[config.mk]
export PLATFORM = sky130hd
export DESIGN_NAME = accum_capture_top
export DESIGN_NICKNAME = d
export VERILOG_FILES = /design/src/rtl/accum_timer_pkg.sv /design/src/rtl/pin_sync_edge.sv /design/src/rtl/tick_divider.sv /design/src/rtl/accum_capture_top.sv
export SDC_FILE = /design/constraint.sdc
export NUM_CORES = 1
export LEC_CHECK = 0
export BUFFER_PORTS_ARGS = -buffer_cell sky130_fd_sc_hd__buf_2
export CORE_ASPECT_RATIO = 0.5
export CORE_MARGIN = 2
export CORE_UTILIZATION = 34
export CTS_CLUSTER_SIZE = 8
export DETAILED_ROUTE_END_ITERATION = 16
export GPL_TIMING_DRIVEN = 1
export MAX_ROUTING_LAYER = met4
export PLACE_DENSITY_LB_ADDON = 0.08
export SETUP_SLACK_MARGIN = 0.1
export SLEW_MARGIN = 20
export SYNTH_ARGS = -nofsm -noshare
export SYNTH_HDL_FRONTEND = slang
export SYNTH_HIERARCHICAL = 1
export SYNTH_SLANG_ARGS = --single-unit
[constraint.sdc]
create_clock -name clk -period 2.4 [get_ports clk]
set_clock_uncertainty 0.1 [all_clocks]
set_input_delay 0.12 -clock clk [delete_from_list [all_inputs] [get_ports clk]]
set_output_delay 0.12 -clock clk [all_outputs]
set_load 0.05 [all_outputs]
[src/rtl/accum_timer_pkg.sv]
// Shared constants for the capture registers and pulse accumulator control
package accum_timer_pkg;

    // ------------------------------------------------------------------
    // Register byte offsets
    // ------------------------------------------------------------------
    localparam logic [7:0] TSC_OFFSET       = 8'h00;
    localparam logic [7:0] FUNC_SEL_OFFSET  = 8'h04;
    localparam logic [7:0] ACC_CTRL_OFFSET  = 8'h20;
    localparam logic [7:0] ACC_FLAG_OFFSET  = 8'h24;
    localparam logic [7:0] ACC_COUNT_OFFSET = 8'h28;
    localparam logic [7:0] CH_VAL_BASE      = 8'h40;
    localparam logic [7:0] CH_VAL_LAST      = 8'h5c;

    // ------------------------------------------------------------------
    // Field positions
    // ------------------------------------------------------------------
    localparam int TIMER_EN_BIT = 7;
    localparam int ACC_EN_BIT   = 6;
    localparam int MODE_BIT     = 5;
    localparam int POL_BIT      = 4;
    localparam int CLK_SEL_HI   = 3;
    localparam int CLK_SEL_LO   = 2;
    localparam int OVF_IE_BIT   = 1;
    localparam int IN_IE_BIT    = 0;
    localparam int OVF_FLAG_BIT = 1;
    localparam int IN_FLAG_BIT  = 0;

    // ------------------------------------------------------------------
    // Reset values, masks and encodings
    // ------------------------------------------------------------------
    localparam logic [7:0]  ACC_CTRL_RST  = 8'h00;
    localparam logic [7:0]  ACC_CTRL_MASK = 8'h7f;
    localparam logic [15:0] CH_VAL_RST    = 16'h0000;
    localparam logic [15:0] ACC_MAX       = 16'hffff;
    localparam logic [1:0]  CLK_PRESCALER = 2'h0;
    localparam logic [1:0]  CLK_ACC       = 2'h1;
    localparam logic [1:0]  CLK_ACC_256   = 2'h2;
    localparam logic [1:0]  CLK_ACC_64K   = 2'h3;
    localparam int          NUM_CH        = 8;

    // ------------------------------------------------------------------
    // Divider widths: 64, 256 and 65536
    // ------------------------------------------------------------------
    localparam int DIV64_W  = 6;
    localparam int DIV256_W = 8;
    localparam int DIV64K_W = 16;

endpackage : accum_timer_pkg

[src/rtl/pin_sync_edge.sv]
// Two-stage synchroniser with level and edge outputs for the shared pin
`timescale 1ns/1ps
module pin_sync_edge (
    input  wire logic clk,
    input  wire logic rst_n,
    input  wire logic pin_in,
    output logic      level,
    output logic      rise,
    output logic      fall
);
    typedef struct packed {
        logic s1;
        logic s2;
        logic s3;
    } sync_t;

    sync_t sync_ff;
    sync_t nxt_sync;

    // ------------------------------------------------------------------
    // Stage shift; only s2 and s3 feed the edge logic, s1 may be metastable
    // ------------------------------------------------------------------
    always_comb begin
        nxt_sync    = sync_ff;
        nxt_sync.s1 = pin_in;
        nxt_sync.s2 = sync_ff.s1;
        nxt_sync.s3 = sync_ff.s2;
    end

    always_ff @(posedge clk or negedge rst_n) begin
        if (!rst_n) begin
            sync_ff <= '0;
        end else begin
            sync_ff <= nxt_sync;
        end
    end

    // Edges compare the settled stage with its delayed copy
    assign level = sync_ff.s2;
    assign rise  = sync_ff.s2 && !sync_ff.s3;
    assign fall  = !sync_ff.s2 && sync_ff.s3;

endmodule : pin_sync_edge

[src/rtl/tick_divider.sv]
// Tick divider: one output pulse per 2**W input ticks while running
`timescale 1ns/1ps
module tick_divider #(
    parameter int W = 6
) (
    input  wire logic clk,
    input  wire logic rst_n,
    input  wire logic tick_in,
    input  wire logic run,
    output logic      tick_out
);
    typedef struct packed {
        logic [W-1:0] cnt;
        logic         out;
    } div_state_t;

    div_state_t div_ff;
    div_state_t nxt_div;

    // ------------------------------------------------------------------
    // Count; stopping clears the phase so a restart is a full period
    // ------------------------------------------------------------------
    always_comb begin
        nxt_div     = div_ff;
        nxt_div.out = run && tick_in && (&div_ff.cnt);
        if (!run) begin
            nxt_div.cnt = '0;
        end else if (tick_in) begin
            nxt_div.cnt = div_ff.cnt + 1'b1;
        end
    end

    always_ff @(posedge clk or negedge rst_n) begin
        if (!rst_n) begin
            div_ff <= '0;
        end else begin
            div_ff <= nxt_div;
        end
    end

    assign tick_out = div_ff.out;

endmodule : tick_divider

[src/rtl/accum_capture_top.sv]
// Channel capture/compare values and pulse accumulator control, AHB-Lite slave
//
// Contract
// - Channel captures counter or holds compare value
// - Writes only in compare mode; reads always
// - Channel values clear to zero on reset
// - Enable bit six runs accumulator without timer
// - Accumulator input is channel seven pin
// - Bit five: event or gated mode
// - Event mode: bit four picks counted edge
// - Gated mode: level gates div64, trailing edge flags
// - No div64 clock while timer disabled
// - Bits 3:2 pick timer counter clock
// - Accumulator off: prescaler clock always used
// - Clock select change takes effect immediately
// - Bit one enables overflow interrupt request
// - Bit zero enables input edge request
// - Control register at 0x20, read/write anytime
// - Count wrap from maximum sets overflow flag
// - Event mode selected edge sets input flag
`timescale 1ns/1ps
module accum_capture_top
    import accum_timer_pkg::*;
(
    input  wire logic        clk,
    input  wire logic        rst_n,
    input  wire logic        hsel,
    input  wire logic [31:0] haddr,
    input  wire logic [1:0]  htrans,
    input  wire logic        hwrite,
    input  wire logic [2:0]  hsize,
    input  wire logic [31:0] hwdata,
    input  wire logic        hready,
    output logic      [31:0] hrdata,
    output logic             hreadyout,
    output logic             hresp,
    input  wire logic        channel7_pin,
    input  wire logic [15:0] free_count,
    input  wire logic [7:0]  capture_strobe,
    input  wire logic        prescaler_tick,
    output logic             timer_count_tick,
    output logic      [7:0]  compare_match,
    output logic             timer_enable,
    output logic             ovf_irq_req,
    output logic             input_irq_req
);

    // ------------------------------------------------------------------
    // State
    // ------------------------------------------------------------------
    typedef struct packed {
        logic [7:0]        acc_ctrl;
        logic              timer_en;
        logic [7:0]        func_sel;
        logic [7:0][15:0]  ch_val;
        logic [15:0]       acc_count;
        logic              ovf_flag;
        logic              in_flag;
        logic              dp_valid;
        logic              dp_write;
        logic [7:0]        dp_addr;
        logic [31:0]       rdata;
        logic              ready;
        logic              resp;
        logic              cnt_tick;
        logic [7:0]        match;
        logic              ovf_irq;
        logic              in_irq;
    } state_t;

    // Channel values reset through the default to CH_VAL_RST (zero)
    localparam state_t RST_STATE = '{acc_ctrl: ACC_CTRL_RST, ready: 1'b1, default: '0};

    state_t st_ff;
    state_t nxt_st;

    logic pin_level;
    logic pin_rise;
    logic pin_fall;
    logic div64_tick;
    logic div256_tick;
    logic div64k_tick;
    logic accumulator_enable;
    logic gated_mode;
    logic pol;
    logic sel_edge;
    logic gate_open;
    logic acc_inc;
    logic addr_take;
    logic [1:0] clk_sel;

    // ------------------------------------------------------------------
    // Address decode helpers
    // ------------------------------------------------------------------
    function automatic logic is_ch_addr(input logic [7:0] a);
        return (a >= CH_VAL_BASE) && (a <= CH_VAL_LAST) && (a[1:0] == 2'h0);
    endfunction : is_ch_addr

    function automatic logic [2:0] ch_idx(input logic [7:0] a);
        logic [7:0] off;
        off = a - CH_VAL_BASE;
        return off[4:2];
    endfunction : ch_idx

    function automatic logic [31:0] read_word(input state_t s, input logic [7:0] a);
        logic [31:0] w;
        w = '0;
        if (a == TSC_OFFSET) begin
            w[TIMER_EN_BIT] = s.timer_en;
        end else if (a == FUNC_SEL_OFFSET) begin
            w[7:0] = s.func_sel;
        end else if (a == ACC_CTRL_OFFSET) begin
            w[7:0] = s.acc_ctrl;
        end else if (a == ACC_FLAG_OFFSET) begin
            w[OVF_FLAG_BIT] = s.ovf_flag;
            w[IN_FLAG_BIT]  = s.in_flag;
        end else if (a == ACC_COUNT_OFFSET) begin
            w[15:0] = s.acc_count;
        end else if (is_ch_addr(a)) begin
            w[15:0] = s.ch_val[ch_idx(a)];
        end
        return w;
    endfunction : read_word

    // ------------------------------------------------------------------
    // Shared pin front end and clock dividers
    // ------------------------------------------------------------------
    // Accumulator samples the channel 7 pin, synchronised first
    pin_sync_edge u_pin_sync (
        .clk    (clk),
        .rst_n  (rst_n),
        .pin_in (channel7_pin),
        .level  (pin_level),
        .rise   (pin_rise),
        .fall   (pin_fall)
    );

    // The divide-by-64 gate clock only runs with the timer enabled
    tick_divider #(.W(DIV64_W)) u_div64 (
        .clk      (clk),
        .rst_n    (rst_n),
        .tick_in  (1'b1),
        .run      (st_ff.timer_en),
        .tick_out (div64_tick)
    );

    tick_divider #(.W(DIV256_W)) u_div256 (
        .clk      (clk),
        .rst_n    (rst_n),
        .tick_in  (acc_inc),
        .run      (accumulator_enable),
        .tick_out (div256_tick)
    );

    tick_divider #(.W(DIV64K_W)) u_div64k (
        .clk      (clk),
        .rst_n    (rst_n),
        .tick_in  (acc_inc),
        .run      (accumulator_enable),
        .tick_out (div64k_tick)
    );

    // ------------------------------------------------------------------
    // Accumulator decode
    // ------------------------------------------------------------------
    // Both modes flag on the same edge: falling when polarity is 0
    assign accumulator_enable       = st_ff.acc_ctrl[ACC_EN_BIT];
    assign gated_mode = st_ff.acc_ctrl[MODE_BIT];
    assign pol        = st_ff.acc_ctrl[POL_BIT];
    assign clk_sel    = st_ff.acc_ctrl[CLK_SEL_HI:CLK_SEL_LO];
    assign sel_edge   = pol ? pin_rise : pin_fall;
    assign gate_open  = pol ? !pin_level : pin_level;
    // Count advance pulse doubles as the accumulator clock
    assign acc_inc    = accumulator_enable && (gated_mode ? (gate_open && div64_tick) : sel_edge);
    assign addr_take  = hsel && hready && htrans[1];

    // ------------------------------------------------------------------
    // Next state
    // ------------------------------------------------------------------
    always_comb begin
        nxt_st = st_ff;
        // Data phase write; flag clears come first so a hardware set wins
        if (st_ff.dp_valid && st_ff.dp_write) begin
            if (st_ff.dp_addr == TSC_OFFSET) begin
                nxt_st.timer_en = hwdata[TIMER_EN_BIT];
            end else if (st_ff.dp_addr == FUNC_SEL_OFFSET) begin
                nxt_st.func_sel = hwdata[7:0];
            end else if (st_ff.dp_addr == ACC_CTRL_OFFSET) begin
                nxt_st.acc_ctrl = hwdata[7:0] & ACC_CTRL_MASK;
            end else if (st_ff.dp_addr == ACC_FLAG_OFFSET) begin
                if (st_ff.timer_en || accumulator_enable) begin
                    if (hwdata[OVF_FLAG_BIT]) begin
                        nxt_st.ovf_flag = 1'b0;
                    end
                    if (hwdata[IN_FLAG_BIT]) begin
                        nxt_st.in_flag = 1'b0;
                    end
                end
            end else if (is_ch_addr(st_ff.dp_addr)) begin
                // Capture channels drop the write without effect
                if (st_ff.func_sel[ch_idx(st_ff.dp_addr)]) begin
                    nxt_st.ch_val[ch_idx(st_ff.dp_addr)] = hwdata[15:0];
                end
            end
        end
        // Capture and compare per channel
        for (int i = 0; i < NUM_CH; i++) begin
            if (!st_ff.func_sel[i] && capture_strobe[i]) begin
                nxt_st.ch_val[i] = free_count;
            end
            nxt_st.match[i] = st_ff.func_sel[i] && (free_count == st_ff.ch_val[i]);
        end
        // Accumulator count and flags
        if (acc_inc) begin
            nxt_st.acc_count = st_ff.acc_count + 16'h0001;
            if (st_ff.acc_count == ACC_MAX) begin
                nxt_st.ovf_flag = 1'b1;
            end
        end
        if (accumulator_enable && sel_edge) begin
            nxt_st.in_flag = 1'b1;
        end
        // Interrupt requests gated by their enables
        nxt_st.ovf_irq = st_ff.ovf_flag && st_ff.acc_ctrl[OVF_IE_BIT];
        nxt_st.in_irq  = st_ff.in_flag && st_ff.acc_ctrl[IN_IE_BIT];
        // Counter clock mux follows the select field with no realignment
        if (!accumulator_enable) begin
            nxt_st.cnt_tick = prescaler_tick;
        end else begin
            unique case (clk_sel)
                CLK_PRESCALER: nxt_st.cnt_tick = prescaler_tick;
                CLK_ACC:       nxt_st.cnt_tick = acc_inc;
                CLK_ACC_256:   nxt_st.cnt_tick = div256_tick;
                CLK_ACC_64K:   nxt_st.cnt_tick = div64k_tick;
            endcase
        end
        // Address phase; read data comes from next state so a write lands first
        nxt_st.dp_valid = addr_take;
        nxt_st.dp_write = hwrite;
        nxt_st.dp_addr  = haddr[7:0];
        nxt_st.rdata    = (addr_take && !hwrite) ? read_word(nxt_st, haddr[7:0]) : '0;
        nxt_st.ready    = 1'b1;
        nxt_st.resp     = 1'b0;
    end

    // ------------------------------------------------------------------
    // State register
    // ------------------------------------------------------------------
    always_ff @(posedge clk or negedge rst_n) begin
        if (!rst_n) begin
            st_ff <= RST_STATE;
        end else begin
            st_ff <= nxt_st;
        end
    end

    // Outputs straight from the state register
    assign hrdata           = st_ff.rdata;
    assign hreadyout        = st_ff.ready;
    assign hresp            = st_ff.resp;
    assign timer_count_tick = st_ff.cnt_tick;
    assign compare_match    = st_ff.match;
    assign timer_enable     = st_ff.timer_en;
    assign ovf_irq_req      = st_ff.ovf_irq;
    assign input_irq_req    = st_ff.in_irq;
endmodule : accum_capture_top

==> summary.txt, run 1 <==
Timing
  – Setup repair after global routing missed its margin: true
  – Setup WS post-layout: -0.4137 ns
  – Rel. slew slack: 49.76%
  – Setup Total Neg Slack: -4.789 ns
  – Number of max-slew violations in the final report: 0
  – # setup viols final: 17
  – Actual slew at the worst max-slew pin: around 0.75 ns
  – Max Clk Rate: 0.3554 GHz
  – Minimum hold slack: ~0.015 ns
  – Fin crit share: 117.2%
  – Shortest clock period the worst path allows after layout: 2.814 ns
  – Hold Vio Cnt, Final: 0

Critical path
  – Path type of the worst setup path: reg2reg
  – Type of destination of the critical path: flop
  – Crit path arrival time: around 3 ns
  – Req. time, crit path: about 2.7 ns
  – Longest individual stage delay on the worst path: between 0.5 and 0.6 ns
  – Source of the critical timing path: st_ff[49]
  – Critical path launch point type: flop
  – CP top delay family: simple AND/OR/NAND/NOR gates
  – Cell-by-cell trace of the critical path: or4_4 > buf_12 > buf_12 > nor4_4 > buf_4 > mux2_2 > mux2_2 > a22oi_2 > buf_4 > o32ai_2
  – RR Startpoint: st_ff[49]
  – Largest driver fanout on the critical path: 6
  – Worst path slowest cell: or4_4
  – Buffers & Inverters on Critical Path: 4

Drt
  – WL per Instance: between 20 and 30 um
  – Detailed route wirelength on metal3: around 5300 um
  – Post-detailed-route DRC marker count: 0
  – Final Routed Wirelength: 61170 um
  – Post-route ant nets: 0
  – Number of DRC violations after detailed-routing iteration 0: approximately 1200
  – Vias per std cell: between 5 and 6
  – Routed wire length on met2: 26050 um
  – Length of the first detailed-routing pass in iterations: 5
  – Routed vias: between 10000 and 15000
  – Highest layer used for signal routing: met4
  – M1 WL: approximately 29000 um

Finish
  – Cell area after layout: slightly below 20000 um2
  – Final core utilization: roughly 48%
  – Most common library cell in the layout ignoring fill and taps: buf_4
  – Area growth syn-to-layout: 38.35%
  – Filler Cell Count: 3877
  – Layout Nets: 1979
  – Commonest cells after routing, fill and taps aside: buf_4 (301), dfrtp_1 (236), nand2_1 (153)
  – Fraction of final layout cells sized beyond drive strength 1: about a third

Yosys
  – Synthesized instance count: 1499
  – Predominant post-synthesis flop cell: dfrtp_1
  – Post-synthesis sequential element count: roughly 240
  – Share of async-settable or async-resettable flops after synthesis: 100.0%
  – Number of enable flip-flop cells after synthesis: 0
  – YS warnings: 6
  – Netlist area before placement: ~14000 um2
  – Number of distinct library cells after synthesis: just under 80
  – Syn avg cell area: a little over 9 um2
  – Share of synthesized area occupied by flip-flops and latches: a little over two fifths

Hold path
  – Start point of the worst min-delay path: free_count[13]
  – Class of the tightest hold or removal check: in2reg

Die
  – Vert. Die Dim: between 100 and 150 um
  – DIE WIDTH: 290.7 um
  – Std-Cell Rows: 52
  – Std-Cell Core Area: about 40000 um2
  – Effective utilization at floorplan: between 30% and 40%
  – Area of the die: between 40000 and 50000 um2
  – Boundary pin count: around 150

Clocking
  – CTS tree: done
  – Clock sink count: between 200 and 250
  – CTS root buf: clkbuf_16
  – H-tree Lvls: 2
  – Number of buffers inserted during clock tree synthesis: 35
  – Buffer depth of the longest clock path: 3
  – Clock insertion delay at the later pin of the skew report: about 0.53 ns
  – Clock transition at the registers of the reported paths: around 0.05 ns

Pwr
  – Power density cells: between 500 and 600 nW/um2
  – Worst IR Drop VDD: ~360 uV
  – Leakage dissipation: between 8 and 9 nW

Global routing
  – Vias in the first global route: 13170
  – GRT Total Usage: between 20 and 30%
  – Global-route wire length before repair: 89690 um
  – Number of antenna violations at the first check in global routing: 2
  – Total overflow reported by the global router: 0
  – Maximum number of pins on one net before global-route repair: about 80

Placed design
  – Dpl cell area: 16950 um2
  – Routability congestion estimate: ~0.94
  – Number of port buffers: 83
  – Detailed Place HPWL: roughly 47000 um
  – Worst-case setup slack after placement: -0.6250 ns

Outcome
  – Violated checks: setup timing
  – Run status: finished, violations left

Job
  – Max-cap violations: 0
## final timing paths
path	endpoint	cells past startpoint	slack, ns
min in group asynchronous	st_ff[45]	2	0.11
worst min-delay path	st_ff[150]	3	0.01
max in group asynchronous	st_ff[117]	3	1.38
worst max register to register	hrdata[2]	10	-0.41
worst min register to register	u_pin_sync/level	0	0.25
worst max-delay path	hrdata[2]	10	-0.41
## state kept, by name (all words and copies together), names as in the netlist
name                 count
pol                      1
u_pin_sync/sync_ff       1
u_div64k/tick_out        1
gated_mode               1
compare_match            8
input_irq_req            1
u_div256/tick_out        1
accumulator_enable       1
u_div64/tick_out         1
ovf_irq_req              1
u_pin_sync/nxt_sync      1
u_div64k/div_ff         16
hrdata                  16
timer_count_tick         1
u_pin_sync/level         1
u_div64/div_ff           6
u_div256/div_ff          8
clk_sel                  2
st_ff                  167
timer_enable             1
## synth_stat cells, types with 5 or more instances
cell,n,share of area [%]
a211o_1,6,0.38
a211oi_1,9,0.48
a21oi_1,61,2.2
a221o_1,11,0.79
a221oi_1,5,0.31
a22oi_1,7,0.38
a31oi_1,21,0.94
a32oi_1,8,0.50
and2_1,13,0.58
and3_1,14,0.63
and3b_1,11,0.69
buf_1,18,0.48
buf_2,6,0.21
buf_4,48,2.6
clkbuf_1,82,2.2
dfrtp_1,236,42
inv_1,16,0.43
mux2_2,19,1.5
mux2i_1,89,6.4
nand2_1,154,4.1
nand2b_1,17,0.76
nand3_1,49,1.8
nand3b_1,8,0.43
nand4_1,42,1.9
nor2_1,117,3.1
nor2b_1,16,0.72
nor3_1,14,0.50
nor3b_1,6,0.32
nor4_1,26,1.2
o2111ai_1,9,0.56
o211ai_1,21,1.1
o21ai_0,65,2.3
o221ai_1,6,0.38
o22ai_1,14,0.63
o31ai_1,8,0.43
or3_1,5,0.22
xnor2_1,125,7.8
xor2_1,40,2.5
## area by class of cell
class                      count  area [um2]  area share (%)
clock buffer                  37       904.6           4.680
antenna                        2       5.005         0.02589
multi-input combinational   1113        7986           41.32
tap                          540       675.6           3.495
sequential                   236        5906           30.55
inverter                      17       63.81          0.3301
clock inverter                 3       30.03          0.1553
timing repair buffer         472        3759           19.44
## kinds of logic (layout without fill, tap and decap cells)
family | after synthesis | count (layout) | synth area share (%)
other | 2 | 25 | 0.05375
buffers and inverters | 171 | 529 | 5.937
AO/OA/AOI/OAI | 293 | 293 | 14.09
AND/OR/NAND/NOR | 520 | 520 | 19.05
adder cells (fa/ha/maj) | 4 | 4 | 0.3582
multiplexers | 108 | 108 | 7.907
XOR/XNOR | 165 | 165 | 10.34
flip-flops | 236 | 236 | 42.27
## worst register-to-register path: stages (launching register included)
cell	delay, ns
dfrtp_1	0.38
or4_4	0.55
buf_12	0.16
buf_12	0.12
nor4_4	0.13
buf_4	0.18
mux2_2	0.35
mux2_2	0.28
a22oi_2	0.14
buf_4	0.18
o32ai_2	0.10
## where the power goes
group	switching, mW	total (mW)	internal (mW)
Combinational	1.26	2.14	0.878
Sequential	0.218	4.46	4.24
Clock	1.87	4.52	2.65
Total	3.35	11.1	7.77
## through the flow
step	std cells	power (mW)
after floorplan	1520	5.462
after global placement	2304	6.424
after detailed placement	2304	6.436
after CTS	2400	11.13
after global routing	2420	11.57
final	2420	11.12
## layer usage
layer | GRT usage [%] | vias to the layer above
met5 | - | -
met4 | 5.596 | 0
met3 | 7.943 | 79
met2 | 42.36 | 474
met1 | 41.35 | 6666
li1 | - | 6035
## timing repair
action	in CTS	in global routing
setup buffers	15	26
endpoints found under the hold margin	124	0
hold buffers	41	0
pin swaps	21	30
setup endpoints to repair	48	67
resized for setup	75	98
Note: power is estimated with default switching activity, not from simulation.
==> inputs of run 2 (changes only) <==
Clock period 2.4 ns to 2.9 ns, I/O delays scaled along.
==> run 2 against run 1 <==
  * The run ends with hold timing left
  * Routed wire length shrank 6.0%
  * Global-route usage shrank 1.8 points
  * Core utilization shrank 4.5 points
  * Non-clock buffer count shrank 186
  * Design area shrank 9.5%
  * Final cell count shrank 7.7%
  * Hold slack lost 0.019 ns
  * Combinational power shrank 29%
  * Via count shrank 6.4%
  * Power shrank 19%
  * Largest power group unchanged
==> summary.txt, run 2 (synthesized netlist as in run 1, its figures left out) <==
Drt
  – Post-route ant nets: 0 (unchanged)
  – Number of DRC violations after detailed-routing iteration 0: 1067 (-11%)
  – Routed vias: 12400 (-6.4%)
  – Length of the first detailed-routing pass in iterations: 5 (unchanged)
  – WL per Instance: 25.76 um (+1.9%)
  – Vias per std cell: 5.555 (+1.4%)
  – Post-detailed-route DRC marker count: 0 (unchanged)
  – Final Routed Wirelength: 57530 um (-6.0%)

Timing
  – Minimum hold slack: -0.004672 ns (-0.01943 ns)
  – # setup viols final: 0 (-17)
  – Fin crit share: 99.69% (-18 points)
  – Rel. slew slack: 34.05% (-16 points)
  – Setup repair after global routing missed its margin: true
  – Setup WS post-layout: 0.008902 ns (+0.4226 ns)
  – Actual slew at the worst max-slew pin: 0.9802 ns (+0.2294 ns)
  – Hold Vio Cnt, Final: 1 (+1)
  – Max Clk Rate: 0.3459 GHz (-2.7%)
  – Shortest clock period the worst path allows after layout: 2.891 ns (+0.07735 ns)
  – Number of max-slew violations in the final report: 0 (unchanged)
  – Setup Total Neg Slack: 0 ns (+4.789 ns)

Finish
  – Most flops, register: st_ff
  – Fraction of final layout cells sized beyond drive strength 1: 23.06% (-9.2 points)
  – Area growth syn-to-layout: 25.20%
  – Post-route non-filler standard cell count: 2233 (-7.7%)
  – Footprint of the multi-input gates: 7646 um2 (-4.3%)
  – Most common library cell in the layout ignoring fill and taps: dfrtp_1
  – Layout Nets: 1793 (-9.4%)
  – Final core utilization: 43.23% (-4.5 points)
  – Commonest cells after routing, fill and taps aside: dfrtp_1 (235), nand2_1 (154), buf_4 (143)
  – Number of flip-flops in the largest register: 167 (unchanged)
  – Filler Cell Count: 3988 (+2.9%)
  – FF/Latch Area: 5907 um2 (about the same)
  – Cell area after layout: 17490 um2 (-9.5%)

Pwr
  – Total Power Consumption: 8.962 mW (-19%)
  – Leakage dissipation: 7.535 nW (-12%)
  – Worst IR Drop VDD: 348.3 uV (-3.3%)
  – Power density cells: 512.3 nW/um2 (-11%)

Critical path
  – Critical path launch point type: flop
  – Dominant cell type by count on the critical path: buf_12
  – Path type of the worst setup path: reg2reg
  – Largest driver fanout on the critical path: 7 (+1)
  – CP top delay family: simple AND/OR/NAND/NOR gates
  – Buffers & Inverters on Critical Path: 4 (unchanged)
  – Worst path slowest cell: or4_4
  – Crit path arrival time: 3.20 ns (+0.12 ns)
  – Cell-by-cell trace of the critical path: or4_4 > buf_12 > nor3_4 > buf_12 > buf_6 > mux2i_2 > a21oi_2 > o211ai_1 > nor3_2 > buf_4 > a41o_1
  – Req. time, crit path: 3.20 ns (+0.53 ns)
  – Longest individual stage delay on the worst path: 0.55 ns (about the same)
  – Type of destination of the critical path: flop

Clocking
  – Clock transition at the registers of the reported paths: 0.06 ns (about the same)
  – Clock sink count: 236 (unchanged)
  – CTS root buf: clkbuf_16
  – Buffer depth of the longest clock path: 3 (unchanged)
  – Number of buffers inserted during clock tree synthesis: 35 (unchanged)
  – CTS tree: done
  – Clock insertion delay at the later pin of the skew report: 0.53 ns (about the same)
  – H-tree Lvls: 2 (unchanged)

Placed design
  – Dpl cell area: 15700 um2 (-7.4%)
  – Routability congestion estimate: 0.9703 (+3.2%)
  – Worst-case setup slack after placement: -0.4829 ns (+0.1421 ns)
  – Placed cell count: 2142 (-7.0%)
  – Detailed Place HPWL: 43630 um (-7.3%)
  – Number of port buffers: 83 (unchanged)

Global routing
  – GRT Total Usage: 27.54% (-1.8 points)
  – Global-route wire length before repair: 83590 um (-6.8%)
  – Vias in the first global route: 12130 (-7.9%)
  – Number of antenna violations at the first check in global routing: 4 (+2)
  – M3 GR Usage: 8.185% (+0.24 points)
  – Routing usage on met1: 38.24% (-3.1 points)
  – Maximum number of pins on one net before global-route repair: 73 (-6.4%)
  – Total overflow reported by the global router: 0 (unchanged)
  – Busiest grt layer: met2
  – GRT met2 Usage: 39.39% (-3.0 points)

Outcome
  – Violated checks: hold timing
  – Run status: finished, violations left

Die
  – Boundary pin count: 146 (unchanged)
  – Std-Cell Core Area: 40470 um2 (unchanged)
  – DIE WIDTH: 290.7 um (unchanged)
  – Effective utilization at floorplan: 34.53% (unchanged)
  – Area of the die: 42830 um2 (unchanged)
  – Std-Cell Rows: 52 (unchanged)
  – Vert. Die Dim: 147.3 um (unchanged)

Job
  – Max-cap violations: 0 (unchanged)

Hold path
  – Class of the tightest hold or removal check: in2reg
run 2: layout make-up:
| cell class | instances | area share [%] |
|---|---|---|
| tap | 540 | 3.862 |
| clock inverter | 1 | 0.02861 |
| clock buffer | 38 | 5.314 |
| antenna | 2 | 0.02861 |
| timing repair buffer | 286 | 12.92 |
| sequential | 236 | 33.77 |
| inverter | 17 | 0.3648 |
| multi-input combinational | 1113 | 43.71 |
run 2: tightest hold or removal path: cells and delay by family:
family / cells / cell delay [ns]
buffers and inverters: 1 / 0.24
AND/OR/NAND/NOR: 1 / 0.10
AO/OA/AOI/OAI: 1 / 0.07
run 2: routing by layer:
metal,wire (um),share of wire [%],vias to the layer above
met3,5467,9.5,87
met2,24350,42,490
met4,1218,2.1,0
li1,-,-,5645
met5,0,0,-
met1,26500,46,6182
run 2: repair_timing:
action                                 4_1_cts  5_1_grt
hold buffers                                32        0
setup endpoints to repair                   12       17
endpoints found under the hold margin      110        0
gates resized for setup                     51       41
setup buffers                               10        9
pin swaps                                   26       29
run 2: final timing paths:
kind,from,end,slack (ns),depth (start not counted)
hold / removal,free_count[15],st_ff[136],-0.005,3
max in group asynchronous,rst_n,hrdata[9],1.78,3
setup / recovery,st_ff[45],hrdata[10],0.009,11
setup reg to reg,st_ff[45],hrdata[10],0.009,11
hold reg to reg,u_pin_sync/nxt_sync[1],u_pin_sync/level,0.25,0
min in group asynchronous,rst_n,input_irq_req,0.12,2
run 2: power breakdown:
part	switching, mW	leakage, nW	total, mW	internal [mW]
combinational	0.972	4.11	1.53	0.560
clock	1.52	0.461	3.75	2.23
sequential	0.168	2.96	3.68	3.51
total	2.66	7.53	8.96	6.30
